File: src/core/dpspd_map.svh
`ifndef DPSPD_MAP_SVH
`define DPSPD_MAP_SVH

// ----------------------------------------------------------------------
// Bus widths and register offsets
// ----------------------------------------------------------------------
`define DPSPD_ADDR_W 4
`define DPSPD_DATA_W 8
`define DPSPD_REG_REF_DIV 4'h0
`define DPSPD_REG_OSC_DIV 4'h1
`define DPSPD_REG_PUMP_CTRL 4'h2
`define DPSPD_REG_TAP_CTRL 4'h3
`define DPSPD_REG_STATUS 4'h4

// ----------------------------------------------------------------------
// Field layout and widths
// ----------------------------------------------------------------------
`define DPSPD_DIV_W 7
`define DPSPD_GAIN_W 4
`define DPSPD_GAIN_LSB 0
`define DPSPD_INVERT_BIT 4
`define DPSPD_TAP_REF_BIT 0
`define DPSPD_TAP_OSC_BIT 1

// ----------------------------------------------------------------------
// Reset values and channel numbering
// ----------------------------------------------------------------------
`define DPSPD_DIV_RST 7'h00
`define DPSPD_GAIN_RST 4'h0
`define DPSPD_TAP_RST 2'h0
`define DPSPD_CNT_RST 7'h7F
`define DPSPD_NUM_CH 2
`define DPSPD_CH_REF 0
`define DPSPD_CH_OSC 1

`endif

File: src/core/dpspd_pkg.sv
package dpspd_pkg;

   // Phase comparator states.
   typedef enum logic [1:0] {
      DPSPD_IDLE  = 2'b00,
      DPSPD_RAISE = 2'b01,
      DPSPD_LOWER = 2'b10
   } dpspd_cmp_t;

   typedef logic [6:0] dpspd_ratio_t;

endpackage

File: src/core/dpspd_divider.sv
`timescale 1ns/100ps
`include "dpspd_map.svh"

module dpspd_divider
   import dpspd_pkg::*;
(
   input wire logic clk,
   input wire logic srst,
   input wire logic in_level,
   input wire dpspd_ratio_t ratio,
   output logic div_level,
   output logic div_edge
);

   logic in_prev_r;
   logic rise;
   logic fall;
   logic wrap;
   dpspd_ratio_t eff;
   dpspd_ratio_t half;
   dpspd_ratio_t cnt_r;
   dpspd_ratio_t cnt_nxt;

   assign rise = in_level & ~in_prev_r;
   assign fall = ~in_level & in_prev_r;
   // A zero word divides by one.
   assign eff = (ratio == 7'h00) ? 7'h01 : ratio;
   assign half = 7'((8'(eff) + 8'h01) >> 1);
   // Greater-or-equal lets a shrinking ratio wrap at once instead of
   // running the counter round all 128 codes.
   assign wrap = (cnt_r >= 7'(eff - 7'h01));
   assign cnt_nxt = wrap ? 7'h00 : 7'(cnt_r + 7'h01);

   always_ff @(posedge clk) begin
      if (srst) begin
         in_prev_r <= 1'b0;
      end else begin
         in_prev_r <= in_level;
      end
   end

   // Starting at the top code makes the first input edge close a cycle,
   // so the level and the divided edge agree from the first period on.
   always_ff @(posedge clk) begin
      if (srst) begin
         cnt_r <= `DPSPD_CNT_RST;
      end else if (rise) begin
         cnt_r <= cnt_nxt;
      end
   end

   always_ff @(posedge clk) begin
      if (srst) begin
         div_edge <= 1'b0;
      end else begin
         div_edge <= rise & wrap;
      end
   end

   always_ff @(posedge clk) begin
      if (srst) begin
         div_level <= 1'b0;
      end else if (eff == 7'h01) begin
         if (rise) begin
            div_level <= 1'b1;
         end else if (fall) begin
            div_level <= 1'b0;
         end
      end else if (rise) begin
         div_level <= (cnt_nxt < half);
      end
   end

endmodule

File: src/core/dpspd_top.sv
// Our own choices: the strobed register port and the register offsets.
`timescale 1ns/100ps
`include "dpspd_map.svh"

// Behaviour
// - Two independent dividers each divide by a 7-bit word from 1 to 127.
// - A reference word of all zeros divides the reference by one.
// - The oscillator divider uses its own word with the same coding.
// - A word is an unsigned binary ratio with bit 6 as its top bit.
// - A new word is taken at once so a sequencer can change it freely.
// - The comparator drives separate raise and lower pulse outputs.
// - A 4-bit gain word scales the pulse level, all ones being maximum.
// - Pump level rises one step per gain count, zero giving no pulse.
// - An invert control of one swaps the raise and lower outputs.
// - Unset divide, gain and invert controls are taken as zero.
// - The divided reference and oscillator appear on two taps.
// - Each tap can be switched off alone without touching the comparator.
module dpspd_top
   import dpspd_pkg::*;
(
   input wire logic CLOCK,
   input wire logic SRST,
   input wire logic REF_IN_POS,
   input wire logic REF_IN_NEG,
   input wire logic OSC_IN_POS,
   input wire logic OSC_IN_NEG,
   input wire logic [`DPSPD_ADDR_W-1:0] BUS_ADDR,
   input wire logic [`DPSPD_DATA_W-1:0] BUS_WDATA,
   input wire logic BUS_WR,
   input wire logic BUS_RD,
   output logic [`DPSPD_DATA_W-1:0] BUS_RDATA,
   output logic RAISE_PULSE_POS,
   output logic RAISE_PULSE_NEG,
   output logic LOWER_PULSE_POS,
   output logic LOWER_PULSE_NEG,
   output logic [`DPSPD_GAIN_W-1:0] PUMP_GAIN,
   output logic DIVIDED_REF_TAP,
   output logic DIVIDED_OSC_TAP
);

   // ---------------------------------------------------------------
   // Declarations
   // ---------------------------------------------------------------
   logic [3:0] pin_meta_r;
   logic [3:0] pin_sync_r;
   logic [`DPSPD_NUM_CH-1:0] chan_level_r;
   logic [`DPSPD_NUM_CH-1:0] div_level;
   logic [`DPSPD_NUM_CH-1:0] div_edge;
   dpspd_ratio_t ratio_r [`DPSPD_NUM_CH];
   logic [`DPSPD_GAIN_W-1:0] gain_r;
   logic invert_r;
   logic [1:0] tap_en_r;
   dpspd_cmp_t cmp_r;
   dpspd_cmp_t cmp_nxt;
   logic raise_act;
   logic lower_act;
   logic pump_on;
   logic [`DPSPD_DATA_W-1:0] rdata_nxt;
   logic ref_edge;
   logic osc_edge;

   assign ref_edge = div_edge[`DPSPD_CH_REF];
   assign osc_edge = div_edge[`DPSPD_CH_OSC];

   // ---------------------------------------------------------------
   // Input synchronisers
   // ---------------------------------------------------------------
   // The RF pins arrive from outside the clock domain, so each leg is
   // caught by two flops before any decode looks at it. This limits the
   // usable input rate to well below half the clock.
   always_ff @(posedge CLOCK) begin
      if (SRST) begin
         pin_meta_r <= 4'h0;
      end else begin
         pin_meta_r <= {OSC_IN_NEG, OSC_IN_POS, REF_IN_NEG, REF_IN_POS};
      end
   end

   always_ff @(posedge CLOCK) begin
      if (SRST) begin
         pin_sync_r <= 4'h0;
      end else begin
         pin_sync_r <= pin_meta_r;
      end
   end

   // ---------------------------------------------------------------
   // Per-channel decode and divider
   // ---------------------------------------------------------------
   // A differential pair changes level only when its legs disagree; a
   // pair with both legs equal holds the last level, which rejects a
   // single-ended input whose other leg is simply terminated.
   genvar ch;
   generate
      for (ch = 0; ch < `DPSPD_NUM_CH; ch = ch + 1) begin : g_chan
         always_ff @(posedge CLOCK) begin
            if (SRST) begin
               chan_level_r[ch] <= 1'b0;
            end else if (pin_sync_r[2*ch] != pin_sync_r[2*ch+1]) begin
               chan_level_r[ch] <= pin_sync_r[2*ch];
            end
         end

         dpspd_divider u_div (
            .clk(CLOCK),
            .srst(SRST),
            .in_level(chan_level_r[ch]),
            .ratio(ratio_r[ch]),
            .div_level(div_level[ch]),
            .div_edge(div_edge[ch])
         );
      end
   endgenerate

   // ---------------------------------------------------------------
   // Register writes
   // ---------------------------------------------------------------
   // Reset to zero stands for a control left unset.
   always_ff @(posedge CLOCK) begin
      if (SRST) begin
         ratio_r[`DPSPD_CH_REF] <= `DPSPD_DIV_RST;
      end else if (BUS_WR && BUS_ADDR == `DPSPD_REG_REF_DIV) begin
         ratio_r[`DPSPD_CH_REF] <= BUS_WDATA[`DPSPD_DIV_W-1:0];
      end
   end

   always_ff @(posedge CLOCK) begin
      if (SRST) begin
         ratio_r[`DPSPD_CH_OSC] <= `DPSPD_DIV_RST;
      end else if (BUS_WR && BUS_ADDR == `DPSPD_REG_OSC_DIV) begin
         ratio_r[`DPSPD_CH_OSC] <= BUS_WDATA[`DPSPD_DIV_W-1:0];
      end
   end

   always_ff @(posedge CLOCK) begin
      if (SRST) begin
         gain_r <= `DPSPD_GAIN_RST;
         invert_r <= 1'b0;
      end else if (BUS_WR && BUS_ADDR == `DPSPD_REG_PUMP_CTRL) begin
         gain_r <= BUS_WDATA[`DPSPD_GAIN_LSB+:`DPSPD_GAIN_W];
         invert_r <= BUS_WDATA[`DPSPD_INVERT_BIT];
      end
   end

   always_ff @(posedge CLOCK) begin
      if (SRST) begin
         tap_en_r <= `DPSPD_TAP_RST;
      end else if (BUS_WR && BUS_ADDR == `DPSPD_REG_TAP_CTRL) begin
         tap_en_r <= {BUS_WDATA[`DPSPD_TAP_OSC_BIT],
                      BUS_WDATA[`DPSPD_TAP_REF_BIT]};
      end
   end

   // ---------------------------------------------------------------
   // Register reads
   // ---------------------------------------------------------------
   always_comb begin
      rdata_nxt = 8'h00;
      if (BUS_RD) begin
         unique case (BUS_ADDR)
            `DPSPD_REG_REF_DIV: begin
               rdata_nxt = {1'b0, ratio_r[`DPSPD_CH_REF]};
            end
            `DPSPD_REG_OSC_DIV: begin
               rdata_nxt = {1'b0, ratio_r[`DPSPD_CH_OSC]};
            end
            `DPSPD_REG_PUMP_CTRL: begin
               rdata_nxt = {3'h0, invert_r, gain_r};
            end
            `DPSPD_REG_TAP_CTRL: begin
               rdata_nxt = {6'h00, tap_en_r};
            end
            `DPSPD_REG_STATUS: begin
               rdata_nxt = {4'h0, div_level[`DPSPD_CH_OSC],
                            div_level[`DPSPD_CH_REF],
                            cmp_r == DPSPD_LOWER, cmp_r == DPSPD_RAISE};
            end
            default: begin
               rdata_nxt = 8'h00;
            end
         endcase
      end
   end

   // Read data stand for the one cycle after the strobe only.
   always_ff @(posedge CLOCK) begin
      if (SRST) begin
         BUS_RDATA <= 8'h00;
      end else begin
         BUS_RDATA <= rdata_nxt;
      end
   end

   // ---------------------------------------------------------------
   // Phase-frequency comparator
   // ---------------------------------------------------------------
   // Edges that land in the same cycle cancel, so there is no separate
   // both-set state: the pair is cleared in the very cycle it forms.
   always_comb begin
      cmp_nxt = cmp_r;
      unique case (cmp_r)
         DPSPD_IDLE: begin
            if (ref_edge && !osc_edge) begin
               cmp_nxt = DPSPD_RAISE;
            end else if (osc_edge && !ref_edge) begin
               cmp_nxt = DPSPD_LOWER;
            end
         end
         DPSPD_RAISE: begin
            if (osc_edge) begin
               cmp_nxt = DPSPD_IDLE;
            end
         end
         DPSPD_LOWER: begin
            if (ref_edge) begin
               cmp_nxt = DPSPD_IDLE;
            end
         end
         default: begin
            cmp_nxt = DPSPD_IDLE;
         end
      endcase
   end

   always_ff @(posedge CLOCK) begin
      if (SRST) begin
         cmp_r <= DPSPD_IDLE;
      end else begin
         cmp_r <= cmp_nxt;
      end
   end

   // ---------------------------------------------------------------
   // Pump outputs
   // ---------------------------------------------------------------
   // Gain zero means zero current, so both legs of each pair rest low.
   assign pump_on = (gain_r != 4'h0);
   assign raise_act = invert_r ? (cmp_r == DPSPD_LOWER)
                               : (cmp_r == DPSPD_RAISE);
   assign lower_act = invert_r ? (cmp_r == DPSPD_RAISE)
                               : (cmp_r == DPSPD_LOWER);

   always_ff @(posedge CLOCK) begin
      if (SRST) begin
         RAISE_PULSE_POS <= 1'b0;
         RAISE_PULSE_NEG <= 1'b0;
         LOWER_PULSE_POS <= 1'b0;
         LOWER_PULSE_NEG <= 1'b0;
      end else begin
         RAISE_PULSE_POS <= pump_on & raise_act;
         RAISE_PULSE_NEG <= pump_on & ~raise_act;
         LOWER_PULSE_POS <= pump_on & lower_act;
         LOWER_PULSE_NEG <= pump_on & ~lower_act;
      end
   end

   // The analog stage turns this code into current, one step per count.
   always_ff @(posedge CLOCK) begin
      if (SRST) begin
         PUMP_GAIN <= 4'h0;
      end else begin
         PUMP_GAIN <= gain_r;
      end
   end

   // ---------------------------------------------------------------
   // Monitor taps
   // ---------------------------------------------------------------
   // Gating sits after the divider so a dark tap never upsets the
   // comparator path.
   always_ff @(posedge CLOCK) begin
      if (SRST) begin
         DIVIDED_REF_TAP <= 1'b0;
         DIVIDED_OSC_TAP <= 1'b0;
      end else begin
         DIVIDED_REF_TAP <= tap_en_r[0] & div_level[`DPSPD_CH_REF];
         DIVIDED_OSC_TAP <= tap_en_r[1] & div_level[`DPSPD_CH_OSC];
      end
   end

   // ---------------------------------------------------------------
   // Assertions
   // ---------------------------------------------------------------
   a_unity_ref_pass: assert property (
      @(posedge CLOCK) disable iff (SRST)
      ($rose(chan_level_r[0]) && ratio_r[0] == 7'h00) |=> div_edge[0])
      else $error("Reference edge lost at divide by one.");

   a_unity_osc_pass: assert property (
      @(posedge CLOCK) disable iff (SRST)
      ($rose(chan_level_r[1]) && ratio_r[1] == 7'h00) |=> div_edge[1])
      else $error("Oscillator edge lost at divide by one.");

   a_ref_sets_raise: assert property (
      @(posedge CLOCK) disable iff (SRST)
      (cmp_r == DPSPD_IDLE && ref_edge && !osc_edge)
      |=> cmp_r == DPSPD_RAISE)
      else $error("Reference edge did not set raise.");

   a_osc_sets_lower: assert property (
      @(posedge CLOCK) disable iff (SRST)
      (cmp_r == DPSPD_IDLE && osc_edge && !ref_edge)
      |=> cmp_r == DPSPD_LOWER)
      else $error("Oscillator edge did not set lower.");

   a_both_clear: assert property (
      @(posedge CLOCK) disable iff (SRST)
      ((cmp_r == DPSPD_RAISE && osc_edge) ||
       (cmp_r == DPSPD_LOWER && ref_edge)) |=> cmp_r == DPSPD_IDLE)
      else $error("Pulses did not clear together.");

   a_raise_normal: assert property (
      @(posedge CLOCK) disable iff (SRST)
      (cmp_r == DPSPD_RAISE && gain_r != 4'h0 && !invert_r)
      |=> RAISE_PULSE_POS && !LOWER_PULSE_POS && LOWER_PULSE_NEG)
      else $error("Raise pulse missing in normal sense.");

   a_sense_swap: assert property (
      @(posedge CLOCK) disable iff (SRST)
      (cmp_r == DPSPD_RAISE && gain_r != 4'h0 && invert_r)
      |=> LOWER_PULSE_POS && !RAISE_PULSE_POS)
      else $error("Inverted sense did not swap pulses.");

   a_zero_gain_quiet: assert property (
      @(posedge CLOCK) disable iff (SRST)
      (gain_r == 4'h0) |=> !RAISE_PULSE_POS && !LOWER_PULSE_POS
                           && !RAISE_PULSE_NEG && !LOWER_PULSE_NEG)
      else $error("Pump driven with zero gain.");

   a_gain_follow: assert property (
      @(posedge CLOCK) disable iff (SRST)
      ##1 PUMP_GAIN == $past(gain_r))
      else $error("Gain code not passed to pump.");

   a_ref_tap_off: assert property (
      @(posedge CLOCK) disable iff (SRST)
      !tap_en_r[0] [*2] |-> !DIVIDED_REF_TAP)
      else $error("Disabled reference tap is active.");

   a_ref_tap_on: assert property (
      @(posedge CLOCK) disable iff (SRST)
      tap_en_r[0] |=> DIVIDED_REF_TAP == $past(div_level[0]))
      else $error("Reference tap does not follow divider.");

   a_reset_zero: assert property (
      @(posedge CLOCK) disable iff (SRST)
      $fell(SRST) |-> ratio_r[0] == 7'h00 && ratio_r[1] == 7'h00
                      && gain_r == 4'h0 && !invert_r)
      else $error("Controls not zero after reset.");

endmodule

File: config.mk
export PLATFORM = sky130hd
export DESIGN_NAME = dpspd_top
export DESIGN_NICKNAME = d
export VERILOG_FILES = /design/src/core/dpspd_pkg.sv /design/src/core/dpspd_divider.sv /design/src/core/dpspd_top.sv
export VERILOG_INCLUDE_DIRS = /design/src /design/src/core
export SDC_FILE = /design/constraint.sdc
export NUM_CORES = 1
export LEC_CHECK = 0
export BUFFER_PORTS_ARGS = -buffer_cell sky130_fd_sc_hd__buf_4
export CAP_MARGIN = 40
export CELL_PAD_IN_SITES_DETAIL_PLACEMENT = 2
export CELL_PAD_IN_SITES_GLOBAL_PLACEMENT = 2
export CORE_ASPECT_RATIO = 0.7
export CORE_MARGIN = 2
export CORE_UTILIZATION = 30
export DETAILED_ROUTE_END_ITERATION = 10
export GPL_TIMING_DRIVEN = 1
export PLACE_DENSITY_LB_ADDON = 0.3
export SLEW_MARGIN = 20
export SYNTH_ARGS = -nofsm -noshare
export SYNTH_HDL_FRONTEND = slang
export SYNTH_SLANG_ARGS = --single-unit
export TNS_END_PERCENT = 5
File: constraint.sdc
create_clock -name CLOCK -period 3.9 [get_ports CLOCK]
set_clock_uncertainty 0.15 [all_clocks]
set_input_delay 0.39 -clock CLOCK [delete_from_list [all_inputs] [get_ports CLOCK]]
set_output_delay 0.39 -clock CLOCK [all_outputs]
set_load 0.01 [all_outputs]
==> results of run 1 <==
[kinds of logic (layout without fill, tap and decap cells)]
| logic type | after synthesis | in the layout | synth area share |
|---|---|---|---|
| simple gates | 181 | 181 | 0.230 |
| xor+xnor | 27 | 27 | 0.0592 |
| compound gates | 85 | 86 | 0.142 |
| mux | 11 | 11 | 0.0285 |
| fa+ha+maj | 35 | 35 | 0.110 |
| other cells | 1 | 1 | 0.000938 |
| flops | 70 | 70 | 0.386 |
| buf+inv | 44 | 110 | 0.0444 |
[metrics by stage]
| stage | util | worst slack [ps] | TNS, ps | power, mW | std cells |
|---|---|---|---|---|---|
| 6_report | 0.398 | -46.6 | -46.6 | 2.12 | 687 |
| 5_1_grt | 0.398 | -213 | -265 | 2.22 | 687 |
| 4_1_cts | 0.385 | -8.04 | -8.04 | 2.08 | 682 |
| 3_5_place_dp | 0.347 | -375 | -375 | 1.20 | 655 |
| 3_3_place_gp | 0.347 | -38.8 | -38.8 | 1.18 | 655 |
| 2_1_floorplan | - | 3.41 | 0 | 1.06 | 454 |
[final cells by class]
cell class / count / area share
Multi-Input combinational cell: 341 / 0.485
Timing Repair Buffer: 74 / 0.109
Sequential cell: 70 / 0.296
Clock buffer: 12 / 0.0511
Tap cell: 166 / 0.0398
Clock inverter: 4 / 0.00528
Inverter: 20 / 0.0144
[synthesized netlist by cell type (15+ instances only)]
master / instances
dfxtp_1: 56
nor2_1: 48
ha_1: 35
nor2b_1: 31
nand2_1: 30
a21oi_1: 27
xnor2_1: 21
inv_1: 20
o21ai_0: 17
and2_1: 16
and3_1: 16
clkbuf_1: 15
[how the worst max path moves through the flow]
stage | end | slack [ps] | depth (start not counted)
global route | g_chan[0].u_div.div_level$_SDFFE_PP0P_ | -210 | 17
detailed placement | g_chan[0].u_div.div_level$_SDFFE_PP0P_ | -380 | 17
finish | g_chan[0].u_div.div_level$_SDFFE_PP0P_ | -50 | 17
global placement | g_chan[0].u_div.div_level$_SDFFE_PP0P_ | -40 | 17
floorplan | g_chan[0].u_div.div_level$_SDFFE_PP0P_ | 3 | 19
CTS | g_chan[0].u_div.div_level$_SDFFE_PP0P_ | -8 | 18
[per-layer routing]
layer	global-route usage	vias to the layer above
met1	0.284	1839
met3	0.0413	10
met5	0	-
met4	0.0585	0
li1	-	1716
met2	0.305	95
[report_power, final]
part | internal (mW) | switching [mW]
Combinational | 0.225 | 0.272
Sequential | 0.769 | 0.0372
Clock | 0.485 | 0.332
[sequential cells by signal, summed over array words and instances (netlist names), 2 cells and up]
name / cells
g_chan.u_div.cnt_r: 14
ratio_r: 14
BUS_RDATA: 7
PUMP_GAIN: 4
gain_r: 4
pin_meta_r: 4
pin_sync_r: 4
chan_level_r: 2
cmp_r: 2
g_chan.u_div.div_edge: 2
g_chan.u_div.div_level: 2
g_chan.u_div.in_prev_r: 2
tap_en_r: 2
[worst max-delay path: cells and delay by family (launching register included)]
| kind | cells | cell delay, ps |
|---|---|---|
| fa+ha+maj | 3 | 780 |
| buf+inv | 1 | 150 |
| compound gates | 4 | 790 |
| flops | 1 | 410 |
| xor+xnor | 1 | 140 |
| simple gates | 8 | 1390 |
[what timing repair did]
item                                   in CTS  in global routing
hold buffers                                0                  0
cloned                                      1                  0
pin swaps                                  21                 22
resized for setup                          25                 21
endpoints found under the hold margin       0                  0
setup buffers                              10                  4
setup endpoints to repair                   6                 12
==> flow_summary.toml, run 1 <==
[min_path]
min_from = "OSC_IN_NEG"
min_to = "pin_meta_r[3]$_SDFF_PP0_"
whs_path_depth = 2
hold_path_class = "in -> reg"

[power]
pwr_density_cell_nw_per_um2 = 407
peakVddDrop_uv = 212
leakagePower_nw = 2.11

[floorplanning]
die_h_um = 101
ios = 38
core_area_um2 = 13100
start_util = 0.305
die-area_um2 = 14300
die_w_um = 142
placementRows = 35

[setup_path]
cpPeakStageDelay_ps = 480
required_ps = 3980
cp_max_fo = 6
path_cells = "nor2_2, nand2_2, or2_4, nor3_4, nor2_4, ha_4, xnor2_1, ha_1, a21o_1, a31oi_4, o21ai_4, buf_6, nor2_4, ha_4, nand4_1, or4_1, a41o_1"
r2r_slack_ps = -50
slowest_stage = "or4_1"
r2r_cells = 17
crit_start = "ratio_r[0][3]$_SDFFCE_PN0P_"
worstSetupPathType = "reg -> reg"
r2r_start = "ratio_r[0][3]$_SDFFCE_PN0P_"
critPathLaunchType = "register"
r2r_end = "g_chan[0].u_div.div_level$_SDFFE_PP0P_"
crit_arrival_ps = 4030
worstSetupEndpointType = "register"

[clocking]
cts.clk_slew.worst_paths_ps = 60
clock_latency_ps = 340
numCtsBuffers = 9
clk_path_buf_depth = 2
root_buffer = "clkbuf_16"
h-tree-depth = 3
cts_tree = "built"
cts.sink_count = 70

[detailed_routing]
num_vias = 3660
wl_um = 14000
drc = 0
drtAntennaViolNets = 0
wl_met2_um = 6130
drtIter0Drc = 173
wl_met1_um = 6890
highest_layer = "met4"
avgViaCountPerCell = 5.33
wire_per_inst_um = 20.4
dr_wl_met3_um = 853
dr.pass1.iters = 4

[place]
portBuffers = 35
gp_congestion = 0.850
hpwl_um = 9600
placed_cell_area_um2 = 4550

[timing]
setup_viol = 1
holdWs_ps = 113
hold_viol = 0
slew_headroom = 0.585
slew_viol_final = 0
layout_setup_ws_ps = -46.6
finalCritPeriodShare = 1.01
rsz0062_at_grt = "true"
fmax_mhz = 253
min_period_ps = 3950
worst-slew-pin-transition_ps = 621

[global_routing]
grt_overflow = 0
antenna_found_initial = 0
grt_pass1_wl_um = 21500
grt_max_degree = 47
grt_pass1_vias = 3868
grtUsageTotal = 0.199

[yosys]
synthTopCellsByArea = "dfxtp_1, ha_1, edfxtp_1"
ys_types = 46
synth_top_area_share = 0.280
ys_ff_latch = 70
netlist_instances = 454
ys_async_sr_fraction = 0
post-synth-top-area-cell = "dfxtp_1"
yosysWarnings = 0
ys_seq_area_frac = 0.386
avgSynthCellArea_um2 = 8.81
synthesis.nets = 509
ys.flop_type = "dfxtp_1"
synthesis.area_um2 = 4000
synth_edf_count = 14

[final_layout]
layout_common_cells = "buf_4, dfxtp_1, nor2_1"
final_common_cell = "buf_4"
drive_gt1_frac = 0.236
num-fill-cells = 1423
multi_input_area_um2 = 2530
fin_area_um2 = 5210
area_growth_pct = 30.4
fin_nets = 571
diodes = 0
regArea_um2 = 1540

[status]
status = "finished, violations left"
violations = "negative setup slack"

[job]
drv_cap = 0
Power figures use the tool's default switching activity.
==> run 2, diff against run 1 <==
--- a/config.mk
+++ b/config.mk
@@ -13,11 +13,13 @@
 export CORE_ASPECT_RATIO = 0.7
 export CORE_MARGIN = 2
 export CORE_UTILIZATION = 30
+export CTS_CLUSTER_DIAMETER = 40
 export DETAILED_ROUTE_END_ITERATION = 10
 export GPL_TIMING_DRIVEN = 1
 export PLACE_DENSITY_LB_ADDON = 0.3
-export SLEW_MARGIN = 20
+export SLEW_MARGIN = 5
 export SYNTH_ARGS = -nofsm -noshare
 export SYNTH_HDL_FRONTEND = slang
+export SYNTH_HIERARCHICAL = 1
 export SYNTH_SLANG_ARGS = --single-unit
 export TNS_END_PERCENT = 5
==> flow_summary.toml, run 2 <==
[final_layout]
final_common_cell = "buf_4"
num-fill-cells = 1449
drive_gt1_frac = 0.214
final_cell_count_no_fill = 703
fin_nets = 569
top_regs = "g_chan.u_div/cnt_r (14), ratio_r (14), BUS_RDATA (7)"
fin_area_um2 = 5190
layout_common_cells = "buf_4, dfxtp_1, nand2_1"
diodes = 0
area_growth_pct = 26.4
utilization = 0.391

[setup_path]
worstSetupEndpointType = "register"
cpPeakStageDelay_ps = 590
cp_common_cell = "ha_1"
path_buf_inv = 2
worstSetupPathType = "reg -> reg"
required_ps = 3980
r2r_cells = 17
crit_arrival_ps = 4030
critPathLaunchType = "register"
r2r_end = "g_chan[0].u_div/div_level$_SDFFE_PP0P_"
cp.depth = 17
crit_start = "ratio_r[0][4]$_SDFFCE_PN0P_"
r2r_slack_ps = -60
cp_max_fo = 6
r2r_start = "ratio_r[0][4]$_SDFFCE_PN0P_"
path_cells = "or4_4, nor3_4, nor2_2, ha_2, inv_1, nor2_1, xnor2_1, ha_1, nand4_1, o21ai_4, buf_12, a21oi_1, ha_1, nand2_1, nor3_2, o211ai_1, a31o_2"
slowest_stage = "or4_4"
endpoint = "g_chan[0].u_div/div_level$_SDFFE_PP0P_"
cp_top_family = "simple AND/OR/NAND/NOR gates"

[floorplanning]
die-area_um2 = 14700
placementRows = 35
ios = 38
die_w_um = 144
start_util = 0.309
die_h_um = 102
core_area_um2 = 13300

[global_routing]
antenna_found_initial = 0
grt_max_degree = 43
grt_pass1_wl_um = 21200
grtUsageTotal = 0.189
grt_pass1_vias = 3855
grt_overflow = 0

[power]
peakVddDrop_uv = 199
leakagePower_nw = 2.05
power_mw = 2.22
pwr_density_cell_nw_per_um2 = 427

[detailed_routing]
wire_per_inst_um = 19.3
highest_layer = "met4"
drtAntennaViolNets = 0
wl_met2_um = 6130
avgViaCountPerCell = 5.23
num_vias = 3676
drtIter0Drc = 143
wl_met1_um = 6660
dr_wl_met3_um = 646
dr.pass1.iters = 5
wl_um = 13600
drc = 0

[yosys]
netlist_instances = 457
ys_ff_latch = 70
netlist_top_cells_count = "dfxtp_1, a21oi_1, nand2_1"
synth.most_common_cell = "dfxtp_1"
ys_types = 47
synthesis.area_um2 = 4110
synth_edf_count = 14
ys.flop_type = "dfxtp_1"
ys_seq_area_frac = 0.375
post-synth-top-area-cell = "dfxtp_1"
avgSynthCellArea_um2 = 8.99
ys_async_sr_fraction = 0
yosysWarnings = 6
synthTopCellsByArea = "dfxtp_1, ha_1, edfxtp_1"
synthesis.nets = 512
synth_top_area_share = 0.273

[timing]
slew_viol_final = 0
finalCritPeriodShare = 1.01
setup_viol = 2
fmax_mhz = 253
worst-slew-pin-transition_ps = 706
layout_setup_ws_ps = -56.1
hold_viol = 0
slew_headroom = 0.523
rsz0062_at_grt = "true"
min_period_ps = 3960
final.setup.tns_ps = -92.5

[status]
status = "finished, violations left"
violations = "negative setup slack"

[place]
placed_cell_area_um2 = 4720
dp_cells = 682
gp_congestion = 0.792
hpwl_um = 9720
portBuffers = 35

[clocking]
ctsHoldBuffers = 0
clk_path_buf_depth = 2
numCtsBuffers = 9
h-tree-depth = 3
root_buffer = "clkbuf_16"
cts_tree = "built"
cts.sink_count = 70
clock_latency_ps = 340
cts.clk_slew.worst_paths_ps = 60

[min_path]
hold_path_class = "in -> reg"
whs_path_depth = 2

[job]
drv_cap = 0
-- run 2: cell count changes in the layout (fill, tap and decap cells not counted), moves of 11 or more --
cell and delta:
xnor2_1 -11, o211ai_1 +13, and3_1 -12, a21oi_1 +13, nand2_1 +13, nor2_1 -22
-- run 2: worst min-delay path by stage --
stage / start / end
floorplan: pin_meta_r[0]$_SDFF_PP0_ / pin_sync_r[0]$_SDFF_PP0_
global placement: pin_meta_r[3]$_SDFF_PP0_ / pin_sync_r[3]$_SDFF_PP0_
detailed placement: pin_meta_r[0]$_SDFF_PP0_ / pin_sync_r[0]$_SDFF_PP0_
CTS: OSC_IN_POS / pin_meta_r[2]$_SDFF_PP0_
global route: OSC_IN_POS / pin_meta_r[2]$_SDFF_PP0_
finish: OSC_IN_POS / pin_meta_r[2]$_SDFF_PP0_
-- run 2: kinds of logic after synthesis --
kind of cell	share of synthesized area
XOR/XNOR	0.0469
flip-flops	0.375
buffers and inverters	0.0402
multiplexers	0.0509
AO/OA/AOI/OAI	0.150
other	0.000913
AND/OR/NAND/NOR	0.229
adder cells (fa/ha/maj)	0.107
-- run 2: power by group --
group	leakage (nW)	total, mW	switching, mW	internal, mW
Clock	0.166	0.923	0.333	0.590
Sequential	0.590	0.822	0.0476	0.775
Combinational	1.29	0.471	0.275	0.196
Total	2.05	2.22	0.656	1.56
-- run 2: worst register-to-register path, cell delays in order (launching register included) --
cell      delay [ps]
edfxtp_1         430
or4_4            590
nor3_4           150
nor2_2            80
ha_2             230
inv_1             60
nor2_1            50
xnor2_1          130
ha_1             320
nand4_1          170
o21ai_4          320
buf_12           160
a21oi_1           50
ha_1             320
nand2_1           80
nor3_2           150
o211ai_1         160
a31o_2           260
-- run 2: layout make-up --
class | instances | area, µm² | area share
clock buffer | 12 | 289 | 0.0557
clock inverter | 3 | 45.0 | 0.00868
inverter | 23 | 86.3 | 0.0166
multi-input combinational | 347 | 2520 | 0.485
sequential | 70 | 1540 | 0.297
tap | 185 | 231 | 0.0446
timing repair buffer | 63 | 480 | 0.0926
-- run 2: metrics by stage --
stage / hold WS (ps) / setup WS [ps]
2_1_floorplan: 264 / -2.90
3_3_place_gp: 272 / 12.3
3_5_place_dp: 280 / -72.0
4_1_cts: 109 / 8.39
5_1_grt: 133 / -244
6_report: 122 / -56.1
-- run 2: routing by layer --
layer / vias up / global-route usage
met5: - / 0
met4: 0 / 0.0445
met3: 16 / 0.0384
li1: 1756 / -
met2: 84 / 0.301
met1: 1820 / 0.265
-- run 2: repair_timing --
action / 4_1_cts / 5_1_grt
gates resized for setup: 8 / 9
pin swaps: 2 / 13
setup buffers: 1 / 5
endpoints found under the setup margin: 2 / 2
